==> src/hdl/dcdc_params.svh <==
`ifndef DCDC_PARAMS_SVH
`define DCDC_PARAMS_SVH

// Encoder clock runs at one sixteenth of the converter rate.
`define DCDC_PHASE_LAST 4'hF
// Offset clamp while dither is on, and while it is off.
`define DCDC_SAT_DITHER 17'h00080
`define DCDC_SAT_PLAIN 17'h00F80
// Full-scale current: fixed base of five steps, trim has 64 units per step.
`define DCDC_BASE_UNITS 12'h140
`define DCDC_STEP_SHIFT 6
// Offset binary bias added to the widened signed code.
`define DCDC_CODE_BIAS 17'h10000
// Segment split of the 17-bit code: 4 upper, 4 middle, 9 binary bits.
`define DCDC_UPPER_LSB 13
`define DCDC_MIDDLE_LSB 9
// Dither magnitude step; the eight values are +-32, +-64, +-96, +-128.
`define DCDC_DITHER_STEP 17'h00020
// Seed and taps of the shared pseudo-random source.
`define DCDC_LFSR_SEED 16'hACE1
`define DCDC_LFSR_TAPS 16'hB400
// Reset values of the segment outputs and of the encoder phase.
`define DCDC_RESET_SEG 15'h0000
`define DCDC_RESET_PHASE 4'h0
// Depth of the sample buffer.
`define DCDC_FIFO_DEPTH 16

`endif

==> src/hdl/dcdc_pkg.sv <==
package dcdc_pkg;
   // Output waveform modes of the converter core.
   typedef enum logic [1:0] {
      DCDC_MODE_ZOH = 2'h0,
      DCDC_MODE_RTZ = 2'h1,
      DCDC_MODE_RF = 2'h2,
      DCDC_MODE_DUAL = 2'h3
   } dcdc_mode_t;
   // Which clock edge the next code belongs to.
   typedef enum logic [1:0] {
      DCDC_SLOT_RISE = 2'b01,
      DCDC_SLOT_FALL = 2'b10
   } dcdc_slot_t;
   // Widened signed code that keeps the full sample range plus offset and dither.
   typedef logic signed [16:0] dcdc_wide_t;
endpackage

==> src/hdl/dcdc_stream_if.sv <==
`timescale 1ns/1ps
// Valid/ready word stream between the buffer and the encoder.
interface dcdc_stream_if #(parameter int W = 32) ();
   logic valid;
   logic ready;
   logic [W-1:0] data;
   modport src(output valid, output data, input ready);
   modport snk(input valid, input data, output ready);
endinterface

==> src/hdl/dcdc_fifo.sv <==
`timescale 1ns/1ps
// Sample buffer; read data leave through a register stage.
module dcdc_fifo #(
   parameter int W = 32,
   parameter int DEPTH = 16
) (
   input wire logic sys_clk_i,
   input wire logic rst_i,
   dcdc_stream_if.snk wr,
   dcdc_stream_if.src rd
);
   localparam int AW = $clog2(DEPTH);
   logic [W-1:0] mem [DEPTH];          // Storage, not reset on purpose.
   logic [AW-1:0] wptr, next_wptr;     // Write position.
   logic [AW-1:0] rptr, next_rptr;     // Read position.
   logic [AW:0] count, next_count;     // Words held in storage.
   logic in_ready, next_in_ready;      // Registered so the source sees a flop.
   logic out_valid, next_out_valid;    // Output register holds a word.
   logic [W-1:0] out_data, next_out_data;
   logic push, pop;

   assign wr.ready = in_ready;
   assign rd.valid = out_valid;
   assign rd.data = out_data;

   // Next state: the output register refills whenever it is empty or drained.
   always_comb begin
      push = wr.valid && in_ready;
      pop = (count != '0) && (!out_valid || rd.ready);
      next_wptr = push ? AW'(wptr + 1'b1) : wptr;
      next_rptr = pop ? AW'(rptr + 1'b1) : rptr;
      next_count = count + (AW+1)'(push) - (AW+1)'(pop);
      next_out_valid = pop ? 1'b1 : (rd.ready ? 1'b0 : out_valid);
      next_out_data = pop ? mem[rptr] : out_data;
      // Ready follows the next count, so it drops in the cycle storage fills, which keeps full honest with a flopped ready.
      next_in_ready = (next_count < (AW+1)'(DEPTH));
   end

   // Registers only.
   always_ff @(posedge sys_clk_i or posedge rst_i) begin
      if (rst_i) begin
         wptr <= '0;
         rptr <= '0;
         count <= '0;
         in_ready <= 1'b0;
         out_valid <= 1'b0;
         out_data <= '0;
      end else begin
         wptr <= next_wptr;
         rptr <= next_rptr;
         count <= next_count;
         in_ready <= next_in_ready;
         out_valid <= next_out_valid;
         out_data <= next_out_data;
      end
   end

   // Storage write.
   always_ff @(posedge sys_clk_i) begin
      if (push) begin
         mem[wptr] <= wr.data;
      end
   end
endmodule

==> src/hdl/dcdc_core.sv <==
`timescale 1ns/1ps
`include "dcdc_params.svh"
module dcdc_core #(
   parameter int DEPTH = `DCDC_FIFO_DEPTH
) (
   input wire logic sys_clk_i,
   input wire logic rst_i,
   input wire logic [15:0] sample_a_i,
   input wire logic [15:0] sample_b_i,
   input wire logic sample_valid_i,
   output logic sample_ready_o,
   input wire logic core_ready_i,
   input wire dcdc_pkg::dcdc_mode_t output_mode_i,
   input wire logic sysref_i,
   input wire logic [3:0] full_scale_step_a_i,
   input wire logic [3:0] full_scale_step_b_i,
   input wire logic [5:0] full_scale_trim_a_i,
   input wire logic [5:0] full_scale_trim_b_i,
   input wire logic current_double_enable_i,
   input wire logic element_shuffling_i,
   input wire logic [1:0] shuffle_setting_a_i,
   input wire logic [1:0] shuffle_setting_b_i,
   input wire logic shuffle_activity_adjust_i,
   input wire logic shuffle_dither_enable_i,
   input wire logic [1:0] dither_rate_a_i,
   input wire logic [1:0] dither_rate_b_i,
   input wire logic [15:0] output_offset_word_a_i,
   input wire logic [15:0] output_offset_word_b_i,
   input wire logic coding_64b66b_i,
   input wire logic [3:0] link_e_i,
   input wire logic [7:0] link_f_i,
   input wire logic [11:0] link_k_i,
   output logic [11:0] full_scale_units_a_o,
   output logic [11:0] full_scale_units_b_o,
   output logic [11:0] multiframe_k_o,
   output logic [3:0] encoder_phase_o,
   output logic sysref_misaligned_o,
   output logic code_valid_o,
   output logic edge_fall_o,
   output logic [1:0][14:0] upper_seg_o,
   output logic [1:0][14:0] middle_segments_o,
   output logic [1:0][8:0] low_bits_o,
   output logic [1:0][3:0] dither_src_o
);
   // Full-scale current in 1/64 step units, doubled by the shared bit.
   function automatic logic [11:0] fs_units(input logic [3:0] step, input logic [5:0] trim,
                                            input logic dbl);
      logic [11:0] u;
      u = `DCDC_BASE_UNITS + {2'h0, step, 6'h00} + {6'h00, trim};
      return dbl ? {u[10:0], 1'b0} : u;
   endfunction

   // Clamp a signed offset word to plus or minus the limit.
   function automatic dcdc_pkg::dcdc_wide_t clamp(input logic [15:0] w, input logic [16:0] lim);
      dcdc_pkg::dcdc_wide_t s;
      s = dcdc_pkg::dcdc_wide_t'(signed'(w));
      if (s > signed'(lim)) begin
         return signed'(lim);
      end else if (s < -signed'(lim)) begin
         return -signed'(lim);
      end
      return s;
   endfunction

   // Thermometer code of a 4-bit count, rotated right by a pointer below 15.
   function automatic logic [14:0] therm_rot(input logic [3:0] cnt, input logic [3:0] ptr);
      logic [15:0] t;
      logic [29:0] d;
      t = (16'h0001 << cnt) - 16'h0001;
      d = {t[14:0], t[14:0]} >> ptr;
      return d[14:0];
   endfunction

   // Advance a segment pointer modulo 15.
   function automatic logic [3:0] ptr_add(input logic [3:0] p, input logic [3:0] s);
      logic [4:0] n;
      n = {1'b0, p} + {1'b0, s};
      n = (n >= 5'h0F) ? n - 5'h0F : n;
      n = (n >= 5'h0F) ? n - 5'h0F : n;
      return n[3:0];
   endfunction

   // Dither value: index bit 2 is the sign, bits 1:0 pick 32, 64, 96 or 128.
   function automatic dcdc_pkg::dcdc_wide_t dith_val(input logic [2:0] idx);
      dcdc_pkg::dcdc_wide_t m;
      m = signed'(17'(`DCDC_DITHER_STEP * ({15'h0000, idx[1:0]} + 17'h00001)));
      return idx[2] ? -m : m;
   endfunction

   dcdc_stream_if #(.W(32)) in_if ();
   dcdc_stream_if #(.W(32)) out_if ();
   logic pop;

   assign in_if.valid = sample_valid_i;
   assign in_if.data = {sample_b_i, sample_a_i};
   assign sample_ready_o = in_if.ready;
   assign out_if.ready = core_ready_i;
   assign pop = out_if.valid && core_ready_i;

   // Samples wait here; the converter stalls the buffer through core_ready_i.
   dcdc_fifo #(.W(32), .DEPTH(DEPTH)) u_fifo (
      .sys_clk_i(sys_clk_i),
      .rst_i(rst_i),
      .wr(in_if.snk),
      .rd(out_if.src)
   );

   // Per-channel views of the settings.
   logic [1:0][15:0] sample_ch, offset_ch;
   logic [1:0][1:0] shuf_set, dith_set;
   assign sample_ch = out_if.data;
   assign offset_ch = {output_offset_word_b_i, output_offset_word_a_i};
   assign shuf_set = {shuffle_setting_b_i, shuffle_setting_a_i};
   assign dith_set = {dither_rate_b_i, dither_rate_a_i};

   // Encoder phase, shared random source and SYSREF edge tracking.
   logic [3:0] phase, next_phase;
   logic [15:0] lfsr, next_lfsr;
   logic sysref_q, next_sysref_q;
   logic seen_edge, next_seen_edge;
   logic misaligned, next_misaligned;
   logic sysref_rise, enc_tick;

   // The divided encoder clock restarts on each SYSREF rising edge so all channels line up.
   always_comb begin
      sysref_rise = sysref_i && !sysref_q;
      next_sysref_q = sysref_i;
      next_phase = sysref_rise ? 4'h0 : 4'(phase + 4'h1);
      enc_tick = (phase == `DCDC_PHASE_LAST);
      next_lfsr = {1'b0, lfsr[15:1]} ^ (lfsr[0] ? `DCDC_LFSR_TAPS : 16'h0000);
      next_seen_edge = seen_edge || sysref_rise;
      // An aligned period lands exactly where the phase wraps.
      next_misaligned = (sysref_rise && seen_edge) ? (phase != `DCDC_PHASE_LAST)
                                                   : misaligned;
   end

   always_ff @(posedge sys_clk_i or posedge rst_i) begin
      if (rst_i) begin
         phase <= `DCDC_RESET_PHASE;
         lfsr <= `DCDC_LFSR_SEED;
         sysref_q <= 1'b0;
         seen_edge <= 1'b0;
         misaligned <= 1'b0;
      end else begin
         phase <= next_phase;
         lfsr <= next_lfsr;
         sysref_q <= next_sysref_q;
         seen_edge <= next_seen_edge;
         misaligned <= next_misaligned;
      end
   end

   // Shuffle pointers, rate counters and dither selection per channel.
   logic [1:0][3:0] ptr_up, next_ptr_up, ptr_mid, next_ptr_mid;
   logic [1:0][2:0] shuf_cnt, next_shuf_cnt, dith_cnt, next_dith_cnt;
   logic [1:0][2:0] dith_idx, next_dith_idx;
   logic [1:0][3:0] last_upper, next_last_upper;
   logic [1:0][3:0] up_cnt;
   logic [1:0][2:0] shuf_mask, dith_mask;
   logic [3:0] shuf_step;
   logic [1:0] shuf_go;

   always_comb begin
      // Full activity moves by a random amount; data-dependent mode moves the upper pointer
      // one segment and only when the upper code changed, trading whitening for noise.
      shuf_step = shuffle_activity_adjust_i ? 4'h1 : ptr_add(lfsr[3:0], 4'h0);
      for (int c = 0; c < 2; c++) begin
         shuf_mask[c] = 3'((4'h1 << shuf_set[c]) - 4'h1);
         dith_mask[c] = 3'((4'h1 << dith_set[c]) - 4'h1);
         next_shuf_cnt[c] = shuf_cnt[c];
         next_ptr_up[c] = ptr_up[c];
         next_ptr_mid[c] = ptr_mid[c];
         shuf_go[c] = 1'b0;
         if (enc_tick) begin
            next_shuf_cnt[c] = (shuf_cnt[c] >= shuf_mask[c]) ? 3'h0 : 3'(shuf_cnt[c] + 3'h1);
            shuf_go[c] = element_shuffling_i && (shuf_cnt[c] >= shuf_mask[c]) &&
                         (!shuffle_activity_adjust_i || up_cnt[c] != last_upper[c]);
         end
         if (shuf_go[c]) begin
            next_ptr_up[c] = ptr_add(ptr_up[c], shuf_step);
            next_ptr_mid[c] = ptr_add(ptr_mid[c], ptr_add(shuf_step, lfsr[7:4]));
         end
         next_last_upper[c] = enc_tick ? up_cnt[c] : last_upper[c];
         // Dither index changes every 2^setting cycles.
         next_dith_cnt[c] = (dith_cnt[c] >= dith_mask[c]) ? 3'h0 : 3'(dith_cnt[c] + 3'h1);
         next_dith_idx[c] = (dith_cnt[c] >= dith_mask[c]) ?
                            (lfsr[10:8] ^ 3'(c)) : dith_idx[c];
      end
   end

   always_ff @(posedge sys_clk_i or posedge rst_i) begin
      if (rst_i) begin
         ptr_up <= '0;
         ptr_mid <= '0;
         shuf_cnt <= '0;
         dith_cnt <= '0;
         dith_idx <= '0;
         last_upper <= '0;
      end else begin
         ptr_up <= next_ptr_up;
         ptr_mid <= next_ptr_mid;
         shuf_cnt <= next_shuf_cnt;
         dith_cnt <= next_dith_cnt;
         dith_idx <= next_dith_idx;
         last_upper <= next_last_upper;
      end
   end

   // Data path: clamp, add, bias and split each channel code.
   dcdc_pkg::dcdc_wide_t [1:0] off_sat, wide;
   logic [1:0][16:0] obin;
   logic [1:0][14:0] next_upper, next_middle;
   logic [1:0][8:0] next_low;
   logic [1:0][3:0] next_dsrc;

   always_comb begin
      for (int c = 0; c < 2; c++) begin
         off_sat[c] = clamp(offset_ch[c], shuffle_dither_enable_i ? `DCDC_SAT_DITHER
                                                                  : `DCDC_SAT_PLAIN);
         // The 17-bit path holds sample plus offset, so no sample code is lost.
         wide[c] = dcdc_pkg::dcdc_wide_t'(signed'(sample_ch[c])) + off_sat[c];
         if (shuffle_dither_enable_i) begin
            wide[c] = wide[c] + dith_val(dith_idx[c]);
         end
         obin[c] = 17'(wide[c]) + `DCDC_CODE_BIAS;
         up_cnt[c] = obin[c][16:`DCDC_UPPER_LSB];
         next_upper[c] = therm_rot(up_cnt[c], ptr_up[c]);
         next_middle[c] = therm_rot(obin[c][`DCDC_UPPER_LSB-1:`DCDC_MIDDLE_LSB], ptr_mid[c]);
         next_low[c] = obin[c][`DCDC_MIDDLE_LSB-1:0];
         // The extra sources subtract the same value; bit 3 says they are in use.
         next_dsrc[c] = shuffle_dither_enable_i ? {1'b1, dith_idx[c]} : 4'h0;
      end
   end

   // Output registers and the dual-edge slot.
   dcdc_pkg::dcdc_slot_t slot, next_slot;
   logic next_code_valid, next_edge_fall;
   logic [11:0] next_units_a, next_units_b, next_k;

   always_comb begin
      next_slot = slot;
      if (pop) begin
         unique case (slot)
            dcdc_pkg::DCDC_SLOT_RISE: begin
               // Only dual-edge mode places the next word on the falling edge.
               next_slot = (output_mode_i == dcdc_pkg::DCDC_MODE_DUAL) ?
                           dcdc_pkg::DCDC_SLOT_FALL : dcdc_pkg::DCDC_SLOT_RISE;
            end
            dcdc_pkg::DCDC_SLOT_FALL: begin
               next_slot = dcdc_pkg::DCDC_SLOT_RISE;
            end
            default: begin
               next_slot = dcdc_pkg::DCDC_SLOT_RISE;
            end
         endcase
      end
      next_code_valid = pop;
      next_edge_fall = pop ? (slot == dcdc_pkg::DCDC_SLOT_FALL) : edge_fall_o;
      next_units_a = fs_units(full_scale_step_a_i, full_scale_trim_a_i,
                              current_double_enable_i);
      next_units_b = fs_units(full_scale_step_b_i, full_scale_trim_b_i,
                              current_double_enable_i);
      // A zero frame length would divide by zero, so K reads zero then.
      next_k = !coding_64b66b_i ? link_k_i :
               (link_f_i == 8'h00) ? 12'h000 : 12'({link_e_i, 8'h00} / link_f_i);
   end

   always_ff @(posedge sys_clk_i or posedge rst_i) begin
      if (rst_i) begin
         slot <= dcdc_pkg::DCDC_SLOT_RISE;
         code_valid_o <= 1'b0;
         edge_fall_o <= 1'b0;
         upper_seg_o <= {2{`DCDC_RESET_SEG}};
         middle_segments_o <= {2{`DCDC_RESET_SEG}};
         low_bits_o <= '0;
         dither_src_o <= '0;
         full_scale_units_a_o <= '0;
         full_scale_units_b_o <= '0;
         multiframe_k_o <= '0;
      end else begin
         slot <= next_slot;
         code_valid_o <= next_code_valid;
         edge_fall_o <= next_edge_fall;
         // Codes hold between samples so a stalled converter keeps its value.
         upper_seg_o <= pop ? next_upper : upper_seg_o;
         middle_segments_o <= pop ? next_middle : middle_segments_o;
         low_bits_o <= pop ? next_low : low_bits_o;
         dither_src_o <= pop ? next_dsrc : dither_src_o;
         full_scale_units_a_o <= next_units_a;
         full_scale_units_b_o <= next_units_b;
         multiframe_k_o <= next_k;
      end
   end

   assign encoder_phase_o = phase;
   assign sysref_misaligned_o = misaligned;
endmodule

==> config.mk <==
export PLATFORM = sky130hd
export DESIGN_NAME = dcdc_core
export DESIGN_NICKNAME = d
export VERILOG_FILES = /design/src/hdl/dcdc_pkg.sv /design/src/hdl/dcdc_stream_if.sv /design/src/hdl/dcdc_fifo.sv /design/src/hdl/dcdc_core.sv
export VERILOG_INCLUDE_DIRS = /design/src /design/src/hdl
export SDC_FILE = /design/constraint.sdc
export NUM_CORES = 2
export LEC_CHECK = 0
export BUFFER_PORTS_ARGS = -buffer_cell sky130_fd_sc_hd__buf_2
export CORE_MARGIN = 2
export CORE_UTILIZATION = 55
export CTS_BUF_LIST = sky130_fd_sc_hd__clkbuf_4 sky130_fd_sc_hd__clkbuf_8
export CTS_CLUSTER_DIAMETER = 50
export DETAILED_ROUTE_END_ITERATION = 12
export PLACE_DENSITY = 0.69
export SLEW_MARGIN = 40
export SYNTH_ARGS = -nofsm -noshare
export SYNTH_HDL_FRONTEND = slang
export SYNTH_HIERARCHICAL = 1
export SYNTH_SLANG_ARGS = --single-unit
==> constraint.sdc <==
create_clock -name sys_clk_i -period 11.1 [get_ports sys_clk_i]
set_input_delay 0.555 -clock sys_clk_i [delete_from_list [all_inputs] [get_ports sys_clk_i]]
set_output_delay 0.555 -clock sys_clk_i [all_outputs]
set_load 0.005 [all_outputs]
# == Word level (Yosys, flattened, before mapping) ==
# Memories as Yosys holds them, arrays and structs flattened. A register that Yosys moved wholly into a read port is not among the register bits.
# Cells that the tools add are included.
# Widths: inputs -> output; s select.
# totals
out_inout_bits,130
in_bits,128
wordCells,196
memories,1
register_bits,206
mem_bits_rw,512
# classes
mux,48
reduce_logical,19
order_cmp,21
addsub,49
div_mod_pow,1
n_bitwise,2
shift,12
n_eq_ne,7
# mem_list
memory,depth,word_bits,rd,rd_clocked_by_memory_dff,wr,line,text
u_fifo.mem,16,32,1,1,1,dcdc_fifo.sv:13,logic [W-1:0] mem [DEPTH];
# ops
operator,n
$mux 17,10
$shr 30x4->15,4
$mux 12,5
$shl 1x4->15 const A,4
$sub 15x1->15 const B,4
$ge 5x4->1 const B,11
$mux 4,10
$add 16x17->17,2
$add 17x17->17,2
$add 17x17->17 const B,2
$lt 16x17->1,2
$neg 8->17,2
$gt 16x13->1,2
$mux 5,6
$add 4x4->5,5
$sub 5x4->5 const B,5
$add 11x6->12,2
$sub 4x4->4 const B,6
$add 9x10->11 const A,2
$neg 12->17,1
$mux 16,1
$xor 15x16->16,1
$add 3x1->3 const B,4
$add 4x1->4 const B,3
other kinds (25),63

# == Logic depth before layout (Yosys ltp) ==
# Gate-level depths: netlist (run 1).
# depth
depth_word,15
depth_mapped,97
ltp_nobuf,90

# == Modules after synthesis ==
# Netlist (run 1), hierarchy kept.
# modules_own_cells
mod,instances,seq_area_each_um2,area_each_um2,cells_per_inst
dcdc_fifo,1,16550.9,21448.1,941
dcdc_core,1,4765.8,20637.3,2565

# == Least setup slack after synthesis (run 1) ==
# Ideal clock, no wire load.
# synth_timing
kind,input port to flip-flop
from,input link_f_i[0]
to,register multiframe_k_o[0]
setup_time_ps,138
path_slack_ps,-7318
path_stages,92
required_time_ps,10962
n_path_buf,8
t_arrival_ps,18280
path_cell_list,buf_2 -> clkbuf_1 -> inv_1 -> clkbuf_1 -> ha_1 -> a21oi_1 -> ha_1 -> o21a_1 -> or3b_2 -> a221oi_2 -> ha_1 -> nand4b_1 -> nand4b_1 -> nand2_1 -> mux2i_1 -> ha_1 -> o21a_1 -> o221a_2 -> [56 not listed] -> o21a_1 -> o21a_1 -> o21a_1 -> o21ai_0 -> nand2b_1 -> a21o_1 -> a21oi_1 -> nand4_1 -> buf_2 -> mux2i_1 -> o21ai_0 -> ha_1 -> a21oi_1 -> nor2b_1 -> o21ai_0 -> a21o_1 -> o311a_1 -> o211ai_1
# synth_via
elab_chain_cells,3
elab_cells_between_ends,4
classes_between,div: 1; mux: 2; reduce/logical: 1
# synth_rtl
element,line,text
start: declaration,dcdc_core.sv:31,"input wire logic [7:0] link_f_i,"
$div 12x8->12 / $logic_not 8->1 (equally long branches),dcdc_core.sv:265,"(link_f_i == 8'h00) ? 12'h000 : 12'({link_e_i, 8'h00} / link_f_i);"
$mux 12 (*),dcdc_core.sv:265,
$mux 12 (*),dcdc_core.sv:264,next_k = !coding_64b66b_i ? link_k_i :
named net next_k[0],dcdc_core.sv:238,"logic [11:0] next_units_a, next_units_b, next_k;"
end signal: assignment,dcdc_core.sv:291,multiframe_k_o <= next_k;
end: declaration,dcdc_core.sv:35,"output logic [11:0] multiframe_k_o,"
# The timed path passes the listed nets; every way through them passes the cells marked *.
# A chain may end at the register's enable or synchronous reset.

# == Final worst setup path (run 1) ==
# layout_timing
from,input link_f_i[6]
to,register multiframe_k_o[0]
# Same word-level chain as after synthesis.

==> impl_metrics.json, run 1 <==
{
  "vias": 31870,
  "relSlewSlack_pct": 42.39,
  "wl_per_cell_um": 21.58,
  "numCtsBuffers": 119,
  "power_mw": 14.45,
  "hpwl_mm": 73.17,
  "ys_ff_latch": 749,
  "clk_pin_slew_worst_paths_ns": 0.06,
  "p_leak_nw": 20.26,
  "die-area_um2": 78750,
  "wl_mm": 111.9,
  "syn_inst": 3506,
  "status": "complete, but fails checks",
  "clk_path_buf_depth": 3,
  "grt_max_degree": 83,
  "yosysWarnings": 6,
  "nNetsFinal": 4446,
  "gr-total-overflow": 0,
  "critical_path_class": "in2reg",
  "yosys_most_used_dff": "edfxtp_1",
  "fin_skew_ns": 0.04309,
  "synth_edf_count": 512,
  "ios": 258,
  "finalSetupViolCount": 3,
  "drt_pass1_iterations": 5,
  "maxCapViolations": 0,
  "required_ns": 11.72,
  "placed_area_um2": 46130,
  "rows": 101,
  "place.gp.congestion": 0.9265,
  "max_stage_delay_ns": 0.43,
  "grt_pass1_wl_mm": 171.8,
  "insertion_delay_ns": 0.78,
  "cp-start-kind": "input pin",
  "avgSynthCellArea_um2": 12.00,
  "finalMaxSlewViolations": 0,
  "critPathSlowestCell": "o41a_1",
  "num-fill-cells": 5664,
  "die_h_um": 280.6,
  "post-route-period-util_pct": 141.6,
  "htree_levels": 3,
  "period_needed_ns": 15.72,
  "path_delay_family": "compound AO/OA/AOI/OAI gates",
  "r2r_slack_ns": 2.12,
  "drt_iter0_markers": 3131,
  "worst_path_most_repeated_cell": "o21a_1",
  "dieWidth_um": 280.6,
  "floorplan.initialDensity_pct": 55.50,
  "violations": "negative setup slack",
  "critPathMaxFanout": 8,
  "critPathCaptureType": "register",
  "grt.total_usage_pct": 28.12,
  "drive_gt1_share_pct": 29.23,
  "clock_sinks": 749,
  "final_common_cell": "edfxtp_1",
  "ys_types": 109,
  "cts_tree": "built",
  "cts-root-buf": "clkbuf_8",
  "synth.yosys.seq_area_share_pct": 50.65,
  "crit_arrival_ns": 16.35,
  "route.detailed.drc": 0,
  "syn_nets": 3851,
  "synth.cell_area_um2": 42090,
  "tightest_slew_ns": 0.8621,
  "grt_pass1_vias": 30670,
  "hold_slack_ns": 0.05648,
  "crit_buf_inv": 12,
  "async_flop_share_pct": 31.64,
  "antenna_found_initial": 10,
  "rsz0062_at_grt": "true",
  "pwr_density_cell_nw_per_um2": 287.2,
  "vdd_drop_max_mv": 0.2289,
  "hp-class": "in2reg",
  "hold_violations": 0,
  "area_growth_pct": 19.57,
  "port_buffers": 257,
  "fmax_mhz": 63.60,
  "postRouteAntennaNets": 0,
  "final_cell_mix": "512 x edfxtp_1, 328 x buf_4, 255 x buf_2",
  "setup_slack_ns": -4.622,
  "viasPerCell": 6.146,
  "final_cell_area_um2": 50320,
  "coreArea_um2": 75820
}
-- per-layer routing --
layer	global-route usage, %	share of wire (%)
met2	45.40	47
met5	0	0.065
met4	10.17	3.3
met3	5.213	7.3
met1	38.18	42
-- per-stage QoR --
step	setup WS, ns	instances	setup TNS (ns)	utilization [%]
6_report	-4.622	5185	-11.61	66.36
2_1_floorplan	-5.540	3506	-13.16	-
3_5_place_dp	-5.755	4836	-14.26	60.83
4_1_cts	-4.377	5166	-10.93	65.93
3_3_place_gp	-5.344	4835	-12.75	60.76
5_1_grt	-5.429	5185	-13.99	66.36
-- area by class of cell --
type | count | area [µm²] | area share [%]
sequential | 749 | 21330 | 42.39
clock inverter | 55 | 516.7 | 1.027
inverter | 128 | 490.5 | 0.9747
antenna | 2 | 5.005 | 0.009946
clock buffer | 170 | 2102 | 4.177
tap | 978 | 1224 | 2.432
timing repair buffer | 645 | 4418 | 8.780
multi-input combinational | 2458 | 20230 | 40.21
-- report_power, final --
group / internal (mW) / total, mW / switching, mW
Sequential: 3.40 / 3.74 / 0.344
Clock: 1.38 / 2.53 / 1.15
Combinational: 3.84 / 8.18 / 4.34
Total: 8.62 / 14.5 / 5.83
-- cells in the mapped netlist (23+ instances only) --
library cell	n	area, µm²
a211oi_1	35	262.8
a21o_1	64	480.5
a21oi_1	166	830.8
a31oi_1	29	181.4
and2_1	41	256.5
and3_1	26	162.7
buf_2	41	205.2
clkbuf_1	102	382.9
dfrtp_1	228	5705
edfxtp_1	512	15370
ha_1	206	2577
inv_1	123	461.7
mux2_2	89	1002
mux2i_1	88	880.8
mux4_1	27	709.4
mux4_2	105	2365
nand2_1	264	991.0
nand2b_1	44	275.3
nand3_1	64	320.3
nor2_1	246	923.4
nor2b_1	41	256.5
nor3_1	65	325.3
o211ai_1	41	307.8
o21a_1	32	240.2
o21ai_0	164	820.8
o22ai_1	76	475.5
o31ai_1	26	195.2
or3_1	23	143.9
xnor2_1	75	656.9
xor2_1	38	332.8
-- flip-flops by register name, summed over array words and instances, names as in the netlist, 8 cells and up --
signal                cells
full_scale_units_a_o     12
full_scale_units_b_o     12
last_upper                8
lfsr                     16
low_bits_o               18
middle_segments_o        30
multiframe_k_o           12
ptr_mid                   8
ptr_up                    8
u_fifo/mem              512
u_fifo/rd.data           32
upper_seg_o              30
-- cells by family after synthesis --
| kind of cell | synth area share (%) |
|---|---|
| simple gates | 10.65 |
| compound gates | 14.81 |
| buf+inv | 3.059 |
| mux | 11.84 |
| xor+xnor | 2.352 |
| fa+ha+maj | 6.648 |
| flops | 50.65 |
-- worst reg2reg max path: cells and delay by family (launching register included) --
family                   cells  cell delay [ns]
adder cells (fa/ha/maj)     10             2.60
XOR/XNOR                     4             0.96
multiplexers                 1             0.13
buffers and inverters        2             0.11
AO/OA/AOI/OAI               10             2.28
AND/OR/NAND/NOR             10             2.15
flip-flops                   1             0.64
-- worst paths after layout --
path	startpoint	depth (start not counted)	end
hold reg to reg	lfsr[15]$_DFF_PP1_	0	lfsr[14]$_DFF_PP0_
setup reg to reg	lfsr[0]$_DFF_PP1_	37	ptr_mid[7]$_DFFE_PP0P_
min in group asynchronous	rst_i	3	multiframe_k_o[11]$_DFF_PP0_
setup / recovery	link_f_i[6]	93	multiframe_k_o[0]$_DFF_PP0_
max in group asynchronous	rst_i	4	lfsr[2]$_DFF_PP0_
hold / removal	link_k_i[9]	3	multiframe_k_o[9]$_DFF_PP0_
-- what timing repair did --
| item | CTS | global route |
|---|---|---|
| endpoints found under the setup margin | 4 | 4 |
| buffers inserted | 85 | 22 |
| gates resized for setup | 79 | 31 |
| hold endpoints to repair | 98 | 0 |
| hold buffers | 22 | 0 |
| pin swaps | 52 | 22 |
(Power assumes the default switching activity.)
==> run 2: changes to the inputs <==
- CAP_MARGIN: default -> 20
- REMOVE_ABC_BUFFERS: default -> 1
==> impl_metrics.json, run 2 (same netlist as run 1, synthesis figures left out) <==
{
  "status": "complete, but fails checks",
  "worst_path_most_repeated_cell": "ha_4",
  "critPathSlowestCell": "o41a_1",
  "clk_pin_slew_worst_paths_ns": 0.06,
  "fin_cells": 5165,
  "post-route-period-util_pct": 145.9,
  "setup_slack_ns": -5.098,
  "drt_iter0_markers": 2925,
  "place.gp.congestion": 0.9348,
  "hold_violations": 0,
  "pwr-share-seq_pct": 25.9,
  "violations": "negative setup slack",
  "finalSetupViolCount": 4,
  "swShare_pct": 40.16,
  "vdd_drop_max_mv": 0.2332,
  "nNetsFinal": 4425,
  "min_path_cells": 3,
  "route.detailed.drc": 0,
  "dp.cells": 4812,
  "htree_levels": 4,
  "grt.total_usage_pct": 27.55,
  "grt_max_degree": 73,
  "timing.rr.end": "ptr_mid[7]$_DFFE_PP0P_",
  "wl_per_cell_um": 21.37,
  "coreArea_um2": 75820,
  "placed_area_um2": 45740,
  "cts_tree": "built",
  "rr_startpoint": "lfsr[0]$_DFF_PP1_",
  "tightest_slew_ns": 0.8409,
  "grt_pass1_vias": 30470,
  "wl_mm": 110.4,
  "r2r_slack_ns": 2.15,
  "top_register": "u_fifo/mem",
  "postRouteAntennaNets": 0,
  "largest_reg_flops": 512,
  "viasPerCell": 6.160,
  "final_cell_area_um2": 50430,
  "critPathMaxFanout": 8,
  "clock_sinks": 749,
  "cts-root-buf": "clkbuf_8",
  "port_buffers": 257,
  "pwr_density_cell_nw_per_um2": 285.6,
  "rsz0062_at_grt": "true",
  "whs_endpoint": "multiframe_k_o[10]$_DFF_PP0_",
  "clk_path_buf_depth": 3,
  "drive_gt1_share_pct": 29.08,
  "grt_pass1_wl_mm": 169.0,
  "comb_power_share_pct": 54.9,
  "crit_arrival_ns": 16.88,
  "die-area_um2": 78750,
  "insertion_delay_ns": 0.80,
  "period_needed_ns": 16.20,
  "p_leak_nw": 20.23,
  "hold_start": "link_k_i[10]",
  "cellInternalPower_mw": 8.618,
  "dieWidth_um": 280.6,
  "critPathCaptureType": "register",
  "hpwl_mm": 71.37,
  "gr-total-overflow": 0,
  "required_ns": 11.78,
  "relSlewSlack_pct": 43.51,
  "p_clk_share_pct": 19.2,
  "numCtsBuffers": 131,
  "fmax_mhz": 61.74,
  "final_common_cell": "edfxtp_1",
  "fin_skew_ns": 0.04764,
  "max_stage_delay_ns": 0.48,
  "worstRegToRegCells": 37,
  "antenna_found_initial": 10,
  "ios": 258,
  "die_h_um": 280.6,
  "rows": 101,
  "drt_pass1_iterations": 5,
  "maxCapViolations": 0,
  "vias": 31820,
  "cp-start-kind": "input pin",
  "area_growth_pct": 19.84,
  "hp-class": "in2reg",
  "critical_path_class": "in2reg",
  "floorplan.initialDensity_pct": 55.50,
  "finalMaxSlewViolations": 0,
  "p_sw_mw": 5.784,
  "final_cell_mix": "512 x edfxtp_1, 306 x buf_4, 256 x nand2_1"
}
==> run 2: changes by cell type in the layout (fill, tap and decap cells not counted), sizes merged <==
| cell | previous run | this run |
|---|---|---|
| inv | 129 | 136 |
| buf | 623 | 582 |
| clkinv | 45 | 42 |
| bufinv | 6 | 11 |
| dlygate4sd3 | 22 | 30 |
| clkinvlp | 3 | 2 |
| clkbuf | 170 | 175 |
==> run 2: worst max-delay path by stage <==
stage,start,end,slack (ns),depth (start not counted)
global route,link_f_i[7],multiframe_k_o[0]$_DFF_PP0_,-5.77,90
CTS,link_f_i[4],multiframe_k_o[0]$_DFF_PP0_,-4.79,89
global placement,link_f_i[6],multiframe_k_o[0]$_DFF_PP0_,-6.08,92
detailed placement,link_f_i[6],multiframe_k_o[0]$_DFF_PP0_,-6.62,90
floorplan,link_f_i[6],multiframe_k_o[0]$_DFF_PP0_,-7.34,84
finish,link_f_i[7],multiframe_k_o[0]$_DFF_PP0_,-5.10,89
==> run 2: repair_timing <==
item	4_1_cts	5_1_grt
endpoints found under the hold margin	110	0
gates resized for setup	89	80
hold buffers	30	0
buffers inserted	63	31
pin swaps	56	85
setup endpoints to repair	4	4
gates cloned	0	0
==> run 2: critical path, delay by kind of cell <==
kind,cells,cell delay [ns]
AO/OA/AOI/OAI,45,7.82
adder cells (fa/ha/maj),11,2.80
buffers and inverters,10,1.45
multiplexers,4,1.19
AND/OR/NAND/NOR,19,3.06
==> run 2: per-stage QoR <==
step                setup TNS (ns)  setup slack [ns]  util (%)  power (mW)  hold slack [ns]
floorplan                   -20.14            -7.345         -       8.664           0.3330
global placement            -15.43            -6.080     60.21       10.80           0.3352
detailed placement          -17.32            -6.621     60.33       10.90           0.3387
CTS                         -11.13            -4.789     65.77       14.18         0.008411
global route                -13.74            -5.772     66.51       15.33          0.04373
finish                      -11.39            -5.098     66.51       14.40          0.06883
==> run 2: routing by layer <==
layer  track usage (%)  vias up  routed length, µm
li1                  -    14770                  -
met1             38.47    15580              47970
met2             43.96     1247              51560
met3             5.055      212               8021
met4             8.515       10               2783
met5                 0        -                 60
==> run 2: layout make-up <==
class,instances,area [µm²]
Inverter,128,490.5
Clock buffer,175,2196
Tap cell,978,1224
Antenna cell,2,5.005
Multi-Input combinational cell,2458,20330
Clock inverter,63,713.2
Sequential cell,749,21330
Fill cell,5575,25390
Timing Repair Buffer,612,4140
==> run 2: power by group through the flow <==
stage / sequential (mW) / combinational, mW / clock (mW)
finish: 3.73 / 7.90 / 2.77
global route: 3.76 / 8.61 / 2.96
CTS: 3.72 / 7.63 / 2.83
detailed placement: 3.78 / 7.12 / 0
global placement: 3.82 / 6.98 / 0
floorplan: 3.81 / 4.86 / 0
